[src/pmw_consts.vh]
`ifndef PMW_CONSTS_VH
`define PMW_CONSTS_VH

`define PMW_ADDR_W          4
`define PMW_OFS_MODE        4'h0
`define PMW_OFS_CTRL        4'h4
`define PMW_OFS_STAT        4'h8
`define PMW_OFS_CFG         4'hC

`define PMW_MODE_HLSEL      0
`define PMW_MODE_IDLE_ENABLE      1
`define PMW_MODE_HSRDY      2
`define PMW_MODE_LSRDY      3
`define PMW_MODE_FAST       4
`define PMW_MODE_DIV_LO     5
`define PMW_MODE_RESET      8'h01
`define PMW_CTRL_SYSON      7
`define PMW_CTRL_RESET      8'h00
`define PMW_CFG_HS_RC       0
`define PMW_CFG_SUB_XT      1
`define PMW_CFG_WDT_EN      2
`define PMW_CFG_WDT_SUB     3
`define PMW_CFG_VD_EN       4
`define PMW_CFG_RESET       8'h0C

`define PMW_SRC_FH          2'h0
`define PMW_SRC_DIV         2'h1
`define PMW_SRC_SUB         2'h2

`define PMW_XT_STAB         11'h400
`define PMW_HRC_STAB        11'h010
`define PMW_RC_WAKE         11'h002

`endif

[src/pmw_ctrl.v]
`timescale 1ns/1ps
`default_nettype none
`include "pmw_consts.vh"
module pmw_ctrl #(
   parameter STAB_W = 11
) (
   input  wire       clk_sys,
   input  wire       rstn,
   input  wire [3:0] reg_addr,
   input  wire [7:0] reg_wdata,
   input  wire       reg_wr,
   input  wire       reg_rd,
   output reg  [7:0] reg_rdata,
   input  wire       halt_req,
   input  wire       wake_port_fall,
   input  wire       wake_irq,
   input  wire       wdt_overflow,
   input  wire       clr_wdt,
   input  wire       hs_osc_tick,
   input  wire       sub_osc_tick,
   output reg        hs_osc_en,
   output reg        sub_osc_en,
   output reg        fh_div_run,
   output reg  [1:0] sys_clk_src,
   output reg  [2:0] sys_div_shift,
   output reg        sys_clk_gate,
   output reg        cpu_run,
   output reg        wdt_clear,
   output reg        wdt_run,
   output reg        wdt_reset,
   output reg  [2:0] power_state,
   output reg        fast_wake_active
);
   localparam ST_RUN  = 3'h0;
   localparam ST_DEEP = 3'h1;
   localparam ST_SUBS = 3'h2;
   localparam ST_OFFW = 3'h3;
   localparam ST_ONW  = 3'h4;
   localparam ST_WAKE = 3'h5;
   localparam ST_FAST = 3'h6;

   reg  [7:0] system_mode_reg;
   reg  [7:0] ctrl_reg;
   reg  [7:0] cfg_reg;
   reg        power_down_flag_reg;
   reg        watchdog_timeout_flag_reg;
   reg  [2:0] state_reg;
   reg  [2:0] state_next;
   reg        wk_need_hs_reg;
   reg        wk_need_ls_reg;
   reg        wk_count_reg;
   reg        wk_on_hs_reg;
   reg        wk_fast_reg;
   reg  [1:0] wk_cnt_reg;
   reg  [5:0] div_cnt_reg;
   reg  [1:0] req_src;
   reg        hs_en_next;
   reg        sub_en_next;
   reg        wdt_run_next;

   wire       hl_sel   = system_mode_reg[`PMW_MODE_HLSEL];
   wire       idle_en  = system_mode_reg[`PMW_MODE_IDLE_ENABLE];
   wire       fast_en  = system_mode_reg[`PMW_MODE_FAST];
   wire [2:0] div_fld  = system_mode_reg[`PMW_MODE_DIV_LO+2:`PMW_MODE_DIV_LO];
   wire       syson    = ctrl_reg[`PMW_CTRL_SYSON];
   wire       hs_is_rc = cfg_reg[`PMW_CFG_HS_RC];
   wire       sub_xt   = cfg_reg[`PMW_CFG_SUB_XT];
   wire       wdt_en   = cfg_reg[`PMW_CFG_WDT_EN];
   wire       wdt_sub  = cfg_reg[`PMW_CFG_WDT_SUB];
   wire       vd_en    = cfg_reg[`PMW_CFG_VD_EN];
   wire       want_sub = !hl_sel && div_fld[2:1] == 2'b00;
   wire       wake_any = wake_port_fall || wake_irq || wdt_overflow;
   wire       hs_ready;
   wire       ls_ready;
   wire [1:0] cur_src;
   wire       gate_on;
   wire [2:0] div_shift = 3'h0 - div_fld;
   wire       div_tick  = hs_osc_tick && ((div_cnt_reg | ~((6'h01 << div_shift) - 6'h01)) == 6'h3F);
   wire       wk_tick   = wk_on_hs_reg ? hs_osc_tick : sub_osc_tick;
   wire       wk_done   = (!wk_need_hs_reg || hs_ready) && (!wk_need_ls_reg || ls_ready) &&
                          (!wk_count_reg || {9'h000, wk_cnt_reg} == `PMW_RC_WAKE);
   wire       halt_ok   = halt_req && state_reg == ST_RUN;

   // High-speed stabilisation: crystal 1024 cycles, RC 16 edges (15-16 cycles).
   pmw_stab_counter #(.WIDTH(STAB_W)) u_hs_stab (
      .clk_sys (clk_sys),
      .rstn    (rstn),
      .run     (hs_osc_en),
      .tick    (hs_osc_tick),
      .target  (hs_is_rc ? `PMW_HRC_STAB : `PMW_XT_STAB),
      .done    (hs_ready)
   );

   pmw_stab_counter #(.WIDTH(STAB_W)) u_ls_stab (
      .clk_sys (clk_sys),
      .rstn    (rstn),
      .run     (sub_osc_en),
      .tick    (sub_osc_tick),
      .target  (sub_xt ? `PMW_XT_STAB : `PMW_RC_WAKE),
      .done    (ls_ready)
   );

   pmw_clk_switch u_switch (
      .clk_sys  (clk_sys),
      .rstn     (rstn),
      .req_src  (req_src),
      .fh_tick  (hs_osc_tick),
      .div_tick (div_tick),
      .sub_tick (sub_osc_tick),
      .cur_src  (cur_src),
      .gate_on  (gate_on)
   );

   // Requested source; a switch waits for the target oscillator to be stable, except in fast run, which requests the sub clock without a ready check.
   always @* begin
      req_src = cur_src;
      if (state_reg == ST_FAST) begin
         req_src = `PMW_SRC_SUB;
      end else if (want_sub) begin
         if (ls_ready) begin
            req_src = `PMW_SRC_SUB;
         end
      end else if (hs_ready) begin
         req_src = hl_sel ? `PMW_SRC_FH : `PMW_SRC_DIV;
      end
   end

   always @* begin
      state_next = state_reg;
      case (state_reg)
         ST_RUN: begin
            if (halt_req) begin
               if (!idle_en) begin
                  state_next = (wdt_en || vd_en) ? ST_SUBS : ST_DEEP;
               end else begin
                  state_next = syson ? ST_ONW : ST_OFFW;
               end
            end
         end
         ST_DEEP, ST_SUBS, ST_OFFW, ST_ONW: begin
            if (wake_any) begin
               state_next = ST_WAKE;
            end
         end
         ST_WAKE: begin
            if (wk_done) begin
               state_next = wk_fast_reg ? ST_FAST : ST_RUN;
            end
         end
         ST_FAST: begin
            if (hs_ready) begin
               state_next = ST_RUN;
            end
         end
         default: state_next = ST_RUN;
      endcase
   end

   always @* begin
      sub_en_next  = state_next != ST_DEEP;
      hs_en_next   = 1'b1;
      wdt_run_next = wdt_en;
      case (state_next)
         ST_DEEP: begin
            hs_en_next   = 1'b0;
            wdt_run_next = 1'b0;
         end
         ST_SUBS, ST_OFFW: begin
            hs_en_next   = 1'b0;
            wdt_run_next = wdt_en && wdt_sub;
         end
         ST_ONW: begin
            hs_en_next   = !(want_sub && cur_src == `PMW_SRC_SUB);
            wdt_run_next = wdt_en;
         end
         ST_RUN: begin
            hs_en_next   = !(want_sub && cur_src == `PMW_SRC_SUB && req_src == `PMW_SRC_SUB);
         end
         default: hs_en_next = !wk_on_hs_reg ? !want_sub : 1'b1;
      endcase
   end

   always @(posedge clk_sys) begin
      if (!rstn) begin
         state_reg        <= ST_RUN;
         system_mode_reg  <= `PMW_MODE_RESET;
         ctrl_reg         <= `PMW_CTRL_RESET;
         cfg_reg          <= `PMW_CFG_RESET;
         power_down_flag_reg       <= 1'b0;
         watchdog_timeout_flag_reg <= 1'b0;
         wk_need_hs_reg   <= 1'b0;
         wk_need_ls_reg   <= 1'b0;
         wk_count_reg     <= 1'b0;
         wk_on_hs_reg     <= 1'b0;
         wk_fast_reg      <= 1'b0;
         wk_cnt_reg       <= 2'h0;
         div_cnt_reg      <= 6'h00;
         reg_rdata        <= 8'h00;
         hs_osc_en        <= 1'b1;
         sub_osc_en       <= 1'b1;
         fh_div_run       <= 1'b1;
         sys_clk_src      <= `PMW_SRC_FH;
         sys_div_shift    <= 3'h0;
         sys_clk_gate     <= 1'b0;
         cpu_run          <= 1'b0;
         wdt_clear        <= 1'b0;
         wdt_run          <= 1'b0;
         wdt_reset        <= 1'b0;
         power_state      <= ST_RUN;
         fast_wake_active <= 1'b0;
      end else begin
         state_reg <= state_next;
         if (hs_osc_tick) begin
            div_cnt_reg <= div_cnt_reg + 6'h01;
         end
         if (reg_wr && reg_addr == `PMW_OFS_MODE) begin
            system_mode_reg <= {reg_wdata[7:4], 2'b00, reg_wdata[1:0]};
         end
         if (reg_wr && reg_addr == `PMW_OFS_CTRL) begin
            ctrl_reg <= {reg_wdata[7], 7'h00};
         end
         if (reg_wr && reg_addr == `PMW_OFS_CFG) begin
            cfg_reg <= {3'h0, reg_wdata[4:0]};
         end
         // Setting events win over a same-cycle clear instruction.
         if (halt_ok) begin
            power_down_flag_reg <= 1'b1;
         end else if (clr_wdt) begin
            power_down_flag_reg <= 1'b0;
         end
         if (wdt_overflow) begin
            watchdog_timeout_flag_reg <= 1'b1;
         end else if (halt_ok || clr_wdt) begin
            watchdog_timeout_flag_reg <= 1'b0;
         end
         if (state_reg != ST_RUN && state_reg != ST_WAKE && state_reg != ST_FAST && wake_any) begin
            wk_on_hs_reg   <= state_reg == ST_ONW && cur_src != `PMW_SRC_SUB;
            wk_count_reg   <= state_reg == ST_ONW || cur_src == `PMW_SRC_SUB ||
                              (state_reg != ST_DEEP && hs_is_rc == 1'b0 && fast_en);
            wk_need_ls_reg <= cur_src == `PMW_SRC_SUB && state_reg == ST_DEEP;
            wk_need_hs_reg <= cur_src != `PMW_SRC_SUB && state_reg != ST_ONW &&
                              !(fast_en && !hs_is_rc && (state_reg == ST_SUBS || state_reg == ST_OFFW));
            wk_fast_reg    <= fast_en && !hs_is_rc && cur_src != `PMW_SRC_SUB &&
                              (state_reg == ST_SUBS || state_reg == ST_OFFW);
            wk_cnt_reg     <= 2'h0;
         end else if (state_reg == ST_WAKE && wk_tick && {9'h000, wk_cnt_reg} != `PMW_RC_WAKE) begin
            wk_cnt_reg <= wk_cnt_reg + 2'h1;
         end
         reg_rdata <= 8'h00;
         if (reg_rd) begin
            case (reg_addr)
               `PMW_OFS_MODE: reg_rdata <= {system_mode_reg[7:4], ls_ready, hs_ready, system_mode_reg[1:0]};
               `PMW_OFS_CTRL: reg_rdata <= ctrl_reg;
               `PMW_OFS_STAT: reg_rdata <= {1'b0, cur_src, state_reg, watchdog_timeout_flag_reg,
                                            power_down_flag_reg};
               `PMW_OFS_CFG:  reg_rdata <= cfg_reg;
               default:       reg_rdata <= 8'h00;
            endcase
         end
         hs_osc_en        <= hs_en_next;
         fh_div_run       <= hs_en_next;
         sub_osc_en       <= sub_en_next;
         sys_clk_src      <= cur_src;
         sys_div_shift    <= cur_src == `PMW_SRC_DIV ? div_shift : 3'h0;
         sys_clk_gate     <= gate_on && (state_next == ST_RUN || state_next == ST_FAST ||
                                         state_next == ST_ONW);
         cpu_run          <= state_next == ST_RUN || state_next == ST_FAST;
         wdt_clear        <= halt_ok;
         wdt_run          <= wdt_run_next;
         wdt_reset        <= wdt_overflow && state_reg != ST_RUN && state_reg != ST_WAKE &&
                             state_reg != ST_FAST;
         power_state      <= state_next;
         fast_wake_active <= state_next == ST_FAST;
      end
   end
endmodule // pmw_ctrl
`default_nettype wire

[src/pmw_stab_counter.v]
`timescale 1ns/1ps
`default_nettype none
// Counts oscillator ticks while the oscillator runs; done once target is reached.
module pmw_stab_counter #(
   parameter WIDTH = 11
) (
   input  wire             clk_sys,
   input  wire             rstn,
   input  wire             run,
   input  wire             tick,
   input  wire [WIDTH-1:0] target,
   output reg              done
);
   reg [WIDTH-1:0] cnt_reg;

   always @(posedge clk_sys) begin
      if (!rstn || !run) begin
         cnt_reg <= {WIDTH{1'b0}};
         done    <= 1'b0;
      end else if (tick && !done) begin
         cnt_reg <= cnt_reg + {{(WIDTH-1){1'b0}}, 1'b1};
         done    <= (cnt_reg + {{(WIDTH-1){1'b0}}, 1'b1}) >= target;
      end
   end
endmodule // pmw_stab_counter
`default_nettype wire

[src/pmw_clk_switch.v]
`timescale 1ns/1ps
`default_nettype none
`include "pmw_consts.vh"
// Break-before-make source switch: the gate closes at the end of an old-source
// period and reopens on a new-source edge, so no runt pulse reaches the core.
module pmw_clk_switch (
   input  wire       clk_sys,
   input  wire       rstn,
   input  wire [1:0] req_src,
   input  wire       fh_tick,
   input  wire       div_tick,
   input  wire       sub_tick,
   output reg  [1:0] cur_src,
   output reg        gate_on
);
   function tick_of;
      input [1:0] src;
      input       t_fh;
      input       t_div;
      input       t_sub;
      begin
         case (src)
            `PMW_SRC_FH:  tick_of = t_fh;
            `PMW_SRC_DIV: tick_of = t_div;
            default:      tick_of = t_sub;
         endcase
      end
   endfunction

   reg [1:0] new_src_reg;

   always @(posedge clk_sys) begin
      if (!rstn) begin
         cur_src     <= `PMW_SRC_FH;
         gate_on     <= 1'b1;
         new_src_reg <= `PMW_SRC_FH;
      end else if (gate_on) begin
         if (req_src != cur_src && tick_of(cur_src, fh_tick, div_tick, sub_tick)) begin
            gate_on     <= 1'b0;
            new_src_reg <= req_src;
         end
      end else if (cur_src != new_src_reg) begin
         // The source moves while the gate is still shut; the gate opens on a later edge.
         if (tick_of(new_src_reg, fh_tick, div_tick, sub_tick)) begin
            cur_src <= new_src_reg;
         end
      end else if (tick_of(cur_src, fh_tick, div_tick, sub_tick)) begin
         gate_on <= 1'b1;
      end
   end
endmodule // pmw_clk_switch
`default_nettype wire

[config.mk]
export PLATFORM = sky130hd
export DESIGN_NAME = pmw_ctrl
export DESIGN_NICKNAME = d
export VERILOG_FILES = /design/src/pmw_ctrl.v /design/src/pmw_stab_counter.v /design/src/pmw_clk_switch.v
export VERILOG_INCLUDE_DIRS = /design/src /design/src/src
export SDC_FILE = /design/constraint.sdc
export NUM_CORES = 1
export LEC_CHECK = 0
export ABC_AREA = 1
export BUFFER_PORTS_ARGS = -buffer_cell sky130_fd_sc_hd__buf_2
export CAP_MARGIN = 10
export CORE_MARGIN = 4
export CORE_UTILIZATION = 60
export DETAILED_ROUTE_END_ITERATION = 7
export PLACE_DENSITY = 0.81
export SLEW_MARGIN = 20
export SYNTH_ARGS = -nofsm -noshare
export SYNTH_HDL_FRONTEND = slang
export SYNTH_HIERARCHICAL = 1
export SYNTH_SLANG_ARGS = --single-unit
[constraint.sdc]
create_clock -name clk_sys -period 3 [get_ports clk_sys]
set_clock_uncertainty 0.15 [all_clocks]
set_input_delay 0.45 -clock clk_sys [delete_from_list [all_inputs] [get_ports clk_sys]]
set_output_delay 0.45 -clock clk_sys [all_outputs]
set_load 0.05 [all_outputs]
After elaboration in Yosys (flattened, before gate mapping) --
Index checks and enable logic that the tools add are counted.
Storage, ports and cells: output and inout port bits 25, bits in registers 80, input bits 23, word-level logic and storage cells 191
Operators by class: $lt $le $gt $ge 2, bitwise operators 5, reductions and logical operators 78, muxes and demuxes 39, add/sub/neg operators 6, eq/ne operators 29, shifts and indexed selects 1
Operators by type and width (count):
- 1-bit logical AND | 33
- 8-bit case mux with 4 select lines | 1
- 11-bit by 1-bit adder with 11-bit output (second input constant) | 2
- 11-bit >= comparator | 2
- 11-bit two-way mux | 2
- 3-bit two-way mux | 7
- 1-bit two-way mux | 19
- 3-bit == test (second input constant) | 5
- 1-bit logical NOT | 14
- 1-bit logical OR | 14
- 3-bit by 2-bit == test with 1-bit output (second input constant) | 4
- 3-bit case mux with 4 select lines | 1
- 2-bit two-way mux | 5
- 3-bit != test (second input constant) | 3
- 4-bit == test (second input constant) | 2
- 6-bit by 1-bit adder with 6-bit output (second input constant) | 1
- 2-bit == test (second input constant) | 3
- 3-bit by 1-bit == test with 1-bit output (second input constant) | 2
- 6-bit == test (second input constant) | 1
- 2-bit logical NOT | 3
- 3-bit logical NOT | 2
- 3-bit by 1-bit != test with 1-bit output (second input constant) | 2
- 6-bit inverter | 1
- 6-bit OR | 1
- 19 further kinds | 30

Longest topological paths before layout --
word-level depth 14, gate-level depth with buffers 16, depth with buffers taken out 16

By module --
The synthesis kept the hierarchy.
Modules (own cells, without submodules):
- pmw_ctrl | cells each 338, area an instance 2446.1 µm², sequential area each 1021.0 µm², times used 1
- pmw_stab_counter (u_hs_stab) | cells each 148, area an instance 993.5 µm², sequential area each 240.2 µm², times used 1
- pmw_stab_counter (u_ls_stab) | cells each 139, area an instance 962.2 µm², sequential area each 240.2 µm², times used 1
- pmw_clk_switch | cells each 57, area an instance 341.6 µm², sequential area each 100.1 µm², times used 1

Worst setup path before layout --
OpenSTA, ideal clock, no wires.
kind reg-to-reg, start point register system_mode_reg[6], end point register u_switch.gate_on, setup slack 0.580 ns, stages on the path, launching flop included 16, setup time 0.120 ns, clock period less this slack 2.420 ns, buffers on the path 0, data arrival time 2.150 ns, data required time 2.730 ns, cell sequence dfxtp_1 > inv_1 > ha_1 > xor2_2 > nand2_1 > ha_1 > nand2_1 > inv_1 > o21bai_1 > nand4_1 > nor2_1 > nand3_1 > nand3_1 > nand2_1 > nand2_1 > nand3_1
On the way: longest elaborated chain between the ends 14, elaborated cells on any way between the ends 23, those cells by class add/sub (2); eq/ne (2); shift (1); mux (12); bitwise (2); reduce/logical (4)
RTL lines:
- from (decl) | RTL line pmw_ctrl.v:42 | reg [7:0] system_mode_reg;
- from (signal assigned) | RTL line pmw_ctrl.v:186 | system_mode_reg <= `PMW_MODE_RESET;
- from (signal assigned) | RTL line pmw_ctrl.v:217 | system_mode_reg <= {reg_wdata[7:4], 2'b00, reg_wdata[1:0]};
- 1-bit by 3-bit subtractor with 3-bit output * | RTL line pmw_ctrl.v:77 | wire [2:0] div_shift = 3'h0 - div_fld;
- 1-bit by 3-bit left shift with 6-bit output * | RTL line pmw_ctrl.v:78 | wire div_tick = hs_osc_tick && ((div_cnt_reg | ~((6'h01 << div_shift) - 6'h01)) == 6'h3F);
- 6-bit by 1-bit subtractor with 6-bit output * | RTL line pmw_ctrl.v:78
- 6-bit inverter * | RTL line pmw_ctrl.v:78
- 6-bit OR * | RTL line pmw_ctrl.v:78
- 6-bit == test * | RTL line pmw_ctrl.v:78
- 1-bit logical AND * | RTL line pmw_ctrl.v:78
- via div_tick | RTL line pmw_ctrl.v:78
- 1-bit case mux with 2 select lines * | RTL line pmw_clk_switch.v:22 | case (src)
- 1-bit two-way mux | RTL line pmw_clk_switch.v:42 | end else if (cur_src != new_src_reg) begin
- 1-bit two-way mux | RTL line pmw_clk_switch.v:37 | end else if (gate_on) begin
- 1-bit two-way mux | RTL line pmw_clk_switch.v:33 | if (!rstn) begin
- 1-bit two-way mux | RTL line pmw_clk_switch.v:47 | end else if (tick_of(cur_src, fh_tick, div_tick, sub_tick)) begin
- 1-bit two-way mux | RTL line pmw_clk_switch.v:42
- 1-bit two-way mux * | RTL line pmw_clk_switch.v:37
- to (signal assigned) | RTL line pmw_clk_switch.v:35 | gate_on <= 1'b1;
- to (signal assigned) | RTL line pmw_clk_switch.v:39 | gate_on <= 1'b0;
- to (signal assigned) | RTL line pmw_clk_switch.v:48 | gate_on <= 1'b1;
- to (decl) | RTL line pmw_clk_switch.v:14 | output reg gate_on
The timed path passes the listed nets; every way through them passes the cells marked *. The select of a mux whose other input is x is not followed. A chain may end at the register's enable or synchronous reset.

Final worst setup path --
start point register system_mode_reg[5], end point register u_switch.new_src_reg[0]
On the way: longest elaborated chain between the ends 12
RTL lines:
- 1-bit by 3-bit subtractor with 3-bit output | RTL line pmw_ctrl.v:77
- 1-bit by 3-bit left shift with 6-bit output | RTL line pmw_ctrl.v:78
- 6-bit by 1-bit subtractor with 6-bit output | RTL line pmw_ctrl.v:78
- 6-bit inverter | RTL line pmw_ctrl.v:78
- 6-bit OR | RTL line pmw_ctrl.v:78
- 6-bit == test | RTL line pmw_ctrl.v:78
- 1-bit logical AND | RTL line pmw_ctrl.v:78
- via div_tick | RTL line pmw_ctrl.v:78
- 1-bit case mux with 2 select lines | RTL line pmw_clk_switch.v:22
- 1-bit two-way mux | RTL line pmw_clk_switch.v:37
- 1-bit two-way mux | RTL line pmw_clk_switch.v:33
- 1-bit logical AND | RTL line pmw_clk_switch.v:38 | if (req_src != cur_src && tick_of(cur_src, fh_tick, div_tick, sub_tick)) begin
- 2-bit AND reduction (no line)
- to (signal assigned) | RTL line pmw_clk_switch.v:36 | new_src_reg <= `PMW_SRC_FH;
- to (signal assigned) | RTL line pmw_clk_switch.v:40 | new_src_reg <= req_src;
- to (decl) | RTL line pmw_clk_switch.v:30 | reg [1:0] new_src_reg;
The timed path passes the listed nets, and every way through them passes these cells. The select of a mux whose other input is x is not followed.

==> impl_metrics.toml <==
[run_status]
status = "completed"

[clocking]
cts_tree = "yes"
clk_pin_slew_ns = 0.08
cts.sink_count = 80
clockBufferDepth = 2
cts-buffers-inserted = 9
post_cts_buffers = 0
clkLatencyLatePin_ns = 0.36
clockRootBuffer = "clkbuf_8"
cts_max_level = 3

[worst_setup_path]
cp-end-kind = "flop"
slowest_stage = "dfxtp_1"
required_ns = 3.10
rr_startpoint = "system_mode_reg[5]"
arrival_ns = 2.90
reg2reg_depth = 15
crit_type = "reg2reg"
r2r_end = "u_switch/new_src_reg[0]"
critPathMaxFanout = 5
cp_common_cell = "nand2_1"
slowest_delay_ns = 0.41
crit_path_start_kind = "flop"
worstPathCellList = "inv_1 > ha_1 > xor2_2 > nand2_1 > ha_1 > nand2_1 > inv_1 > o21bai_1 > nand4_1 > nor2_1 > nand3_1 > nand3_1 > nand4_1 > nand2_1 > nor2_1"
r2r_slack_ns = 0.20

[min_path]
hp-class = "in2reg"
min-delay-start = "reg_wdata[2]"
whs_path_depth = 3
hold_path_end = "cfg_reg[2]"

[floorplanning]
die_area_sq_um = 9390
rows = 32
dieHeight_um = 96.9
fp.dieW_um = 96.9
ioPinCount = 48
core_area_sq_um = 7690
start_util_pct = 61.7

[drt]
dr.pass1.iters = 5
drc = 0
wire_per_inst_um = 13.0
wirelength_mm = 11.2
ant_nets = 0
drt_iter0_markers = 253
vias = 4543
viasPerCell = 5.30

[synth]
ys_warn_count = 6
async_flop_share_pct = 0
netlist_instances = 682
synth_ff_type = "dfxtp_1"
yosysSeqAreaShare_pct = 33.8
synth_area_sq_um = 4740
synth_cell_types = 46
ys_seq_elements = 80
syn_area_per_cell_sq_um = 6.95
synth-edff-count = 0

[power]
seq_power_share_pct = 40.2
p_clk_share_pct = 19.7
p_comb_share_pct = 40.1
ir_drop_v = 0.000615
p_sw_mw = 1.48
p_leak_nw = 2.65
cellPowerDensity_nw_per_um2 = 645
switching_share_pct = 43.3
cellInternalPower_mw = 1.94

[place]
gp_congestion = 0.953
place_inst = 842
portBuffers = 47
place.detailed.hpwl_mm = 8.66
place_area_sq_um = 5140

[layout]
antenna_cells = 0
layout.nets = 806
fin_cells = 857
final_design_area_no_fill_sq_um = 5300
final_core_util_pct = 68.9
final_layout_size_suffix_gt1_share_pct = 14.4
syn_to_final_growth_pct = 11.6

[global_route]
grt_max_degree = 19
grt_pass1_wl_mm = 19.0
antenna_found_initial = 0
grt-ovfl-total = 0
grt_use_total_pct = 24.1
grt_pass1_vias = 4291

[sta]
fmax_mhz = 357
finalCritPeriodShare_pct = 93.3
setup_viol_count_final = 0
hold_violations = 0
rsz0062_at_grt = "false"
fin_tns_setup_ns = 0
maxSlewHeadroom_pct = 64.1
drv_slew = 0
tightest_slew_ns = 0.537
min_period_ns = 2.80

[run]
drv_cap = 0
## cell type report
class | count | area [sq um]
Tap cell | 102 | 128
Multi-Input combinational cell | 489 | 2700
Clock buffer | 11 | 131
Fill cell | 698 | 2390
Timing Repair Buffer | 49 | 250
Inverter | 122 | 458
Clock inverter | 4 | 22.5
Sequential cell | 80 | 1600
## critical path: cells and delay by family (launching register included)
kind	cells	cell delay, ns
flip-flops	1	0.41
buffers and inverters	2	0.18
AO/OA/AOI/OAI	1	0.11
adder cells (fa/ha/maj)	2	0.53
AND/OR/NAND/NOR	9	1.06
XOR/XNOR	1	0.25
## synthesized netlist by cell type (2+ instances only)
library cell,number,share of area (%)
o21bai_1,4,0.63
nor2_4,8,1.9
xnor2_1,2,0.37
nand3_2,2,0.42
dfxtp_1,80,34
o22ai_1,2,0.26
o21ai_2,2,0.37
and2_1,2,0.26
buf_2,3,0.32
a31oi_1,2,0.26
inv_1,113,8.9
xor2_1,12,2.2
o21ai_0,37,3.9
nor3_4,2,0.69
nand2_2,11,1.5
nor2_1,61,4.8
nand3_1,28,3.0
nor2_2,6,0.79
clkbuf_1,3,0.24
inv_2,8,0.63
o211ai_1,4,0.63
a21oi_1,50,5.3
o221ai_1,3,0.55
nand4_1,12,1.6
xor2_2,3,1.0
o21ai_1,10,1.1
ha_1,32,8.4
a21o_1,3,0.47
nor3_1,10,1.1
nand2_1,151,12
## per-layer routing
layer / part of all wire [%] / global-route usage [%] / vias to the layer above
met5: 0 / 0 / -
met2: 49 / 41.4 / 140
li1: - / - / 2303
met3: 5.9 / 4.47 / 26
met1: 43 / 30.0 / 2074
met4: 1.8 / 8.96 / 0
## worst max-delay path by stage
stage | startpoint | to | slack (ns) | depth (start not counted)
after detailed placement | system_mode_reg[6] | u_switch/gate_on | 0.25 | 15
after CTS | system_mode_reg[6] | u_switch/new_src_reg[0] | 0.20 | 15
after global routing | system_mode_reg[5] | u_switch/gate_on | 0.02 | 15
after global placement | system_mode_reg[6] | u_switch/gate_on | 0.44 | 15
final | system_mode_reg[5] | u_switch/new_src_reg[0] | 0.20 | 15
after floorplan | system_mode_reg[6] | u_switch/gate_on | 0.58 | 15
## power by group through the flow
stage / clock [mW] / combinational [mW] / sequential [mW]
floorplan: 0 / 0.887 / 1.54
global placement: 0 / 1.32 / 1.39
detailed placement: 0 / 1.36 / 1.39
CTS: 0.688 / 1.36 / 1.37
global route: 0.736 / 1.53 / 1.39
finish: 0.671 / 1.37 / 1.37
## timing repair
| action | in CTS | in global routing |
|---|---|---|
| gates resized for setup | 0 | 1 |
| hold buffers | 0 | 0 |
| endpoints found under the setup margin | 0 | 3 |
## cell usage in the layout (no fill, tap or decap), drive strengths merged, types with 11 or more instances in the layout
| master | n |
|---|---|
| a21oi | 51 |
| buf | 49 |
| clkbuf | 11 |
| conb | 18 |
| dfxtp | 80 |
| ha | 32 |
| inv | 121 |
| nand2 | 163 |
| nand3 | 30 |
| nand4 | 12 |
| nor2 | 75 |
| nor3 | 13 |
| o21ai | 49 |
| xor2 | 15 |
## through the flow
step,hold slack [ns],setup slack [ns],power (mW)
final,0.143,0.200,3.41
after global routing,0.159,0.0163,3.66
after CTS,0.137,0.202,3.42
after floorplan,0.283,0.580,2.43
after detailed placement,0.300,0.250,2.75
after global placement,0.297,0.442,2.70
## cells by family after synthesis
logic type                 Yosys count  share of synthesized area [%]
AOI/OAI and AO/OA                  124                           14.7
xor gates and xnor gates            17                           3.61
adders and majority gates           32                           8.44
buffers and inverters              130                           10.6
DFF                                 80                           33.8
other                                1                         0.0791
and+or+nand+nor                    298                           28.8
Note: power is estimated with default switching activity, not from simulation.
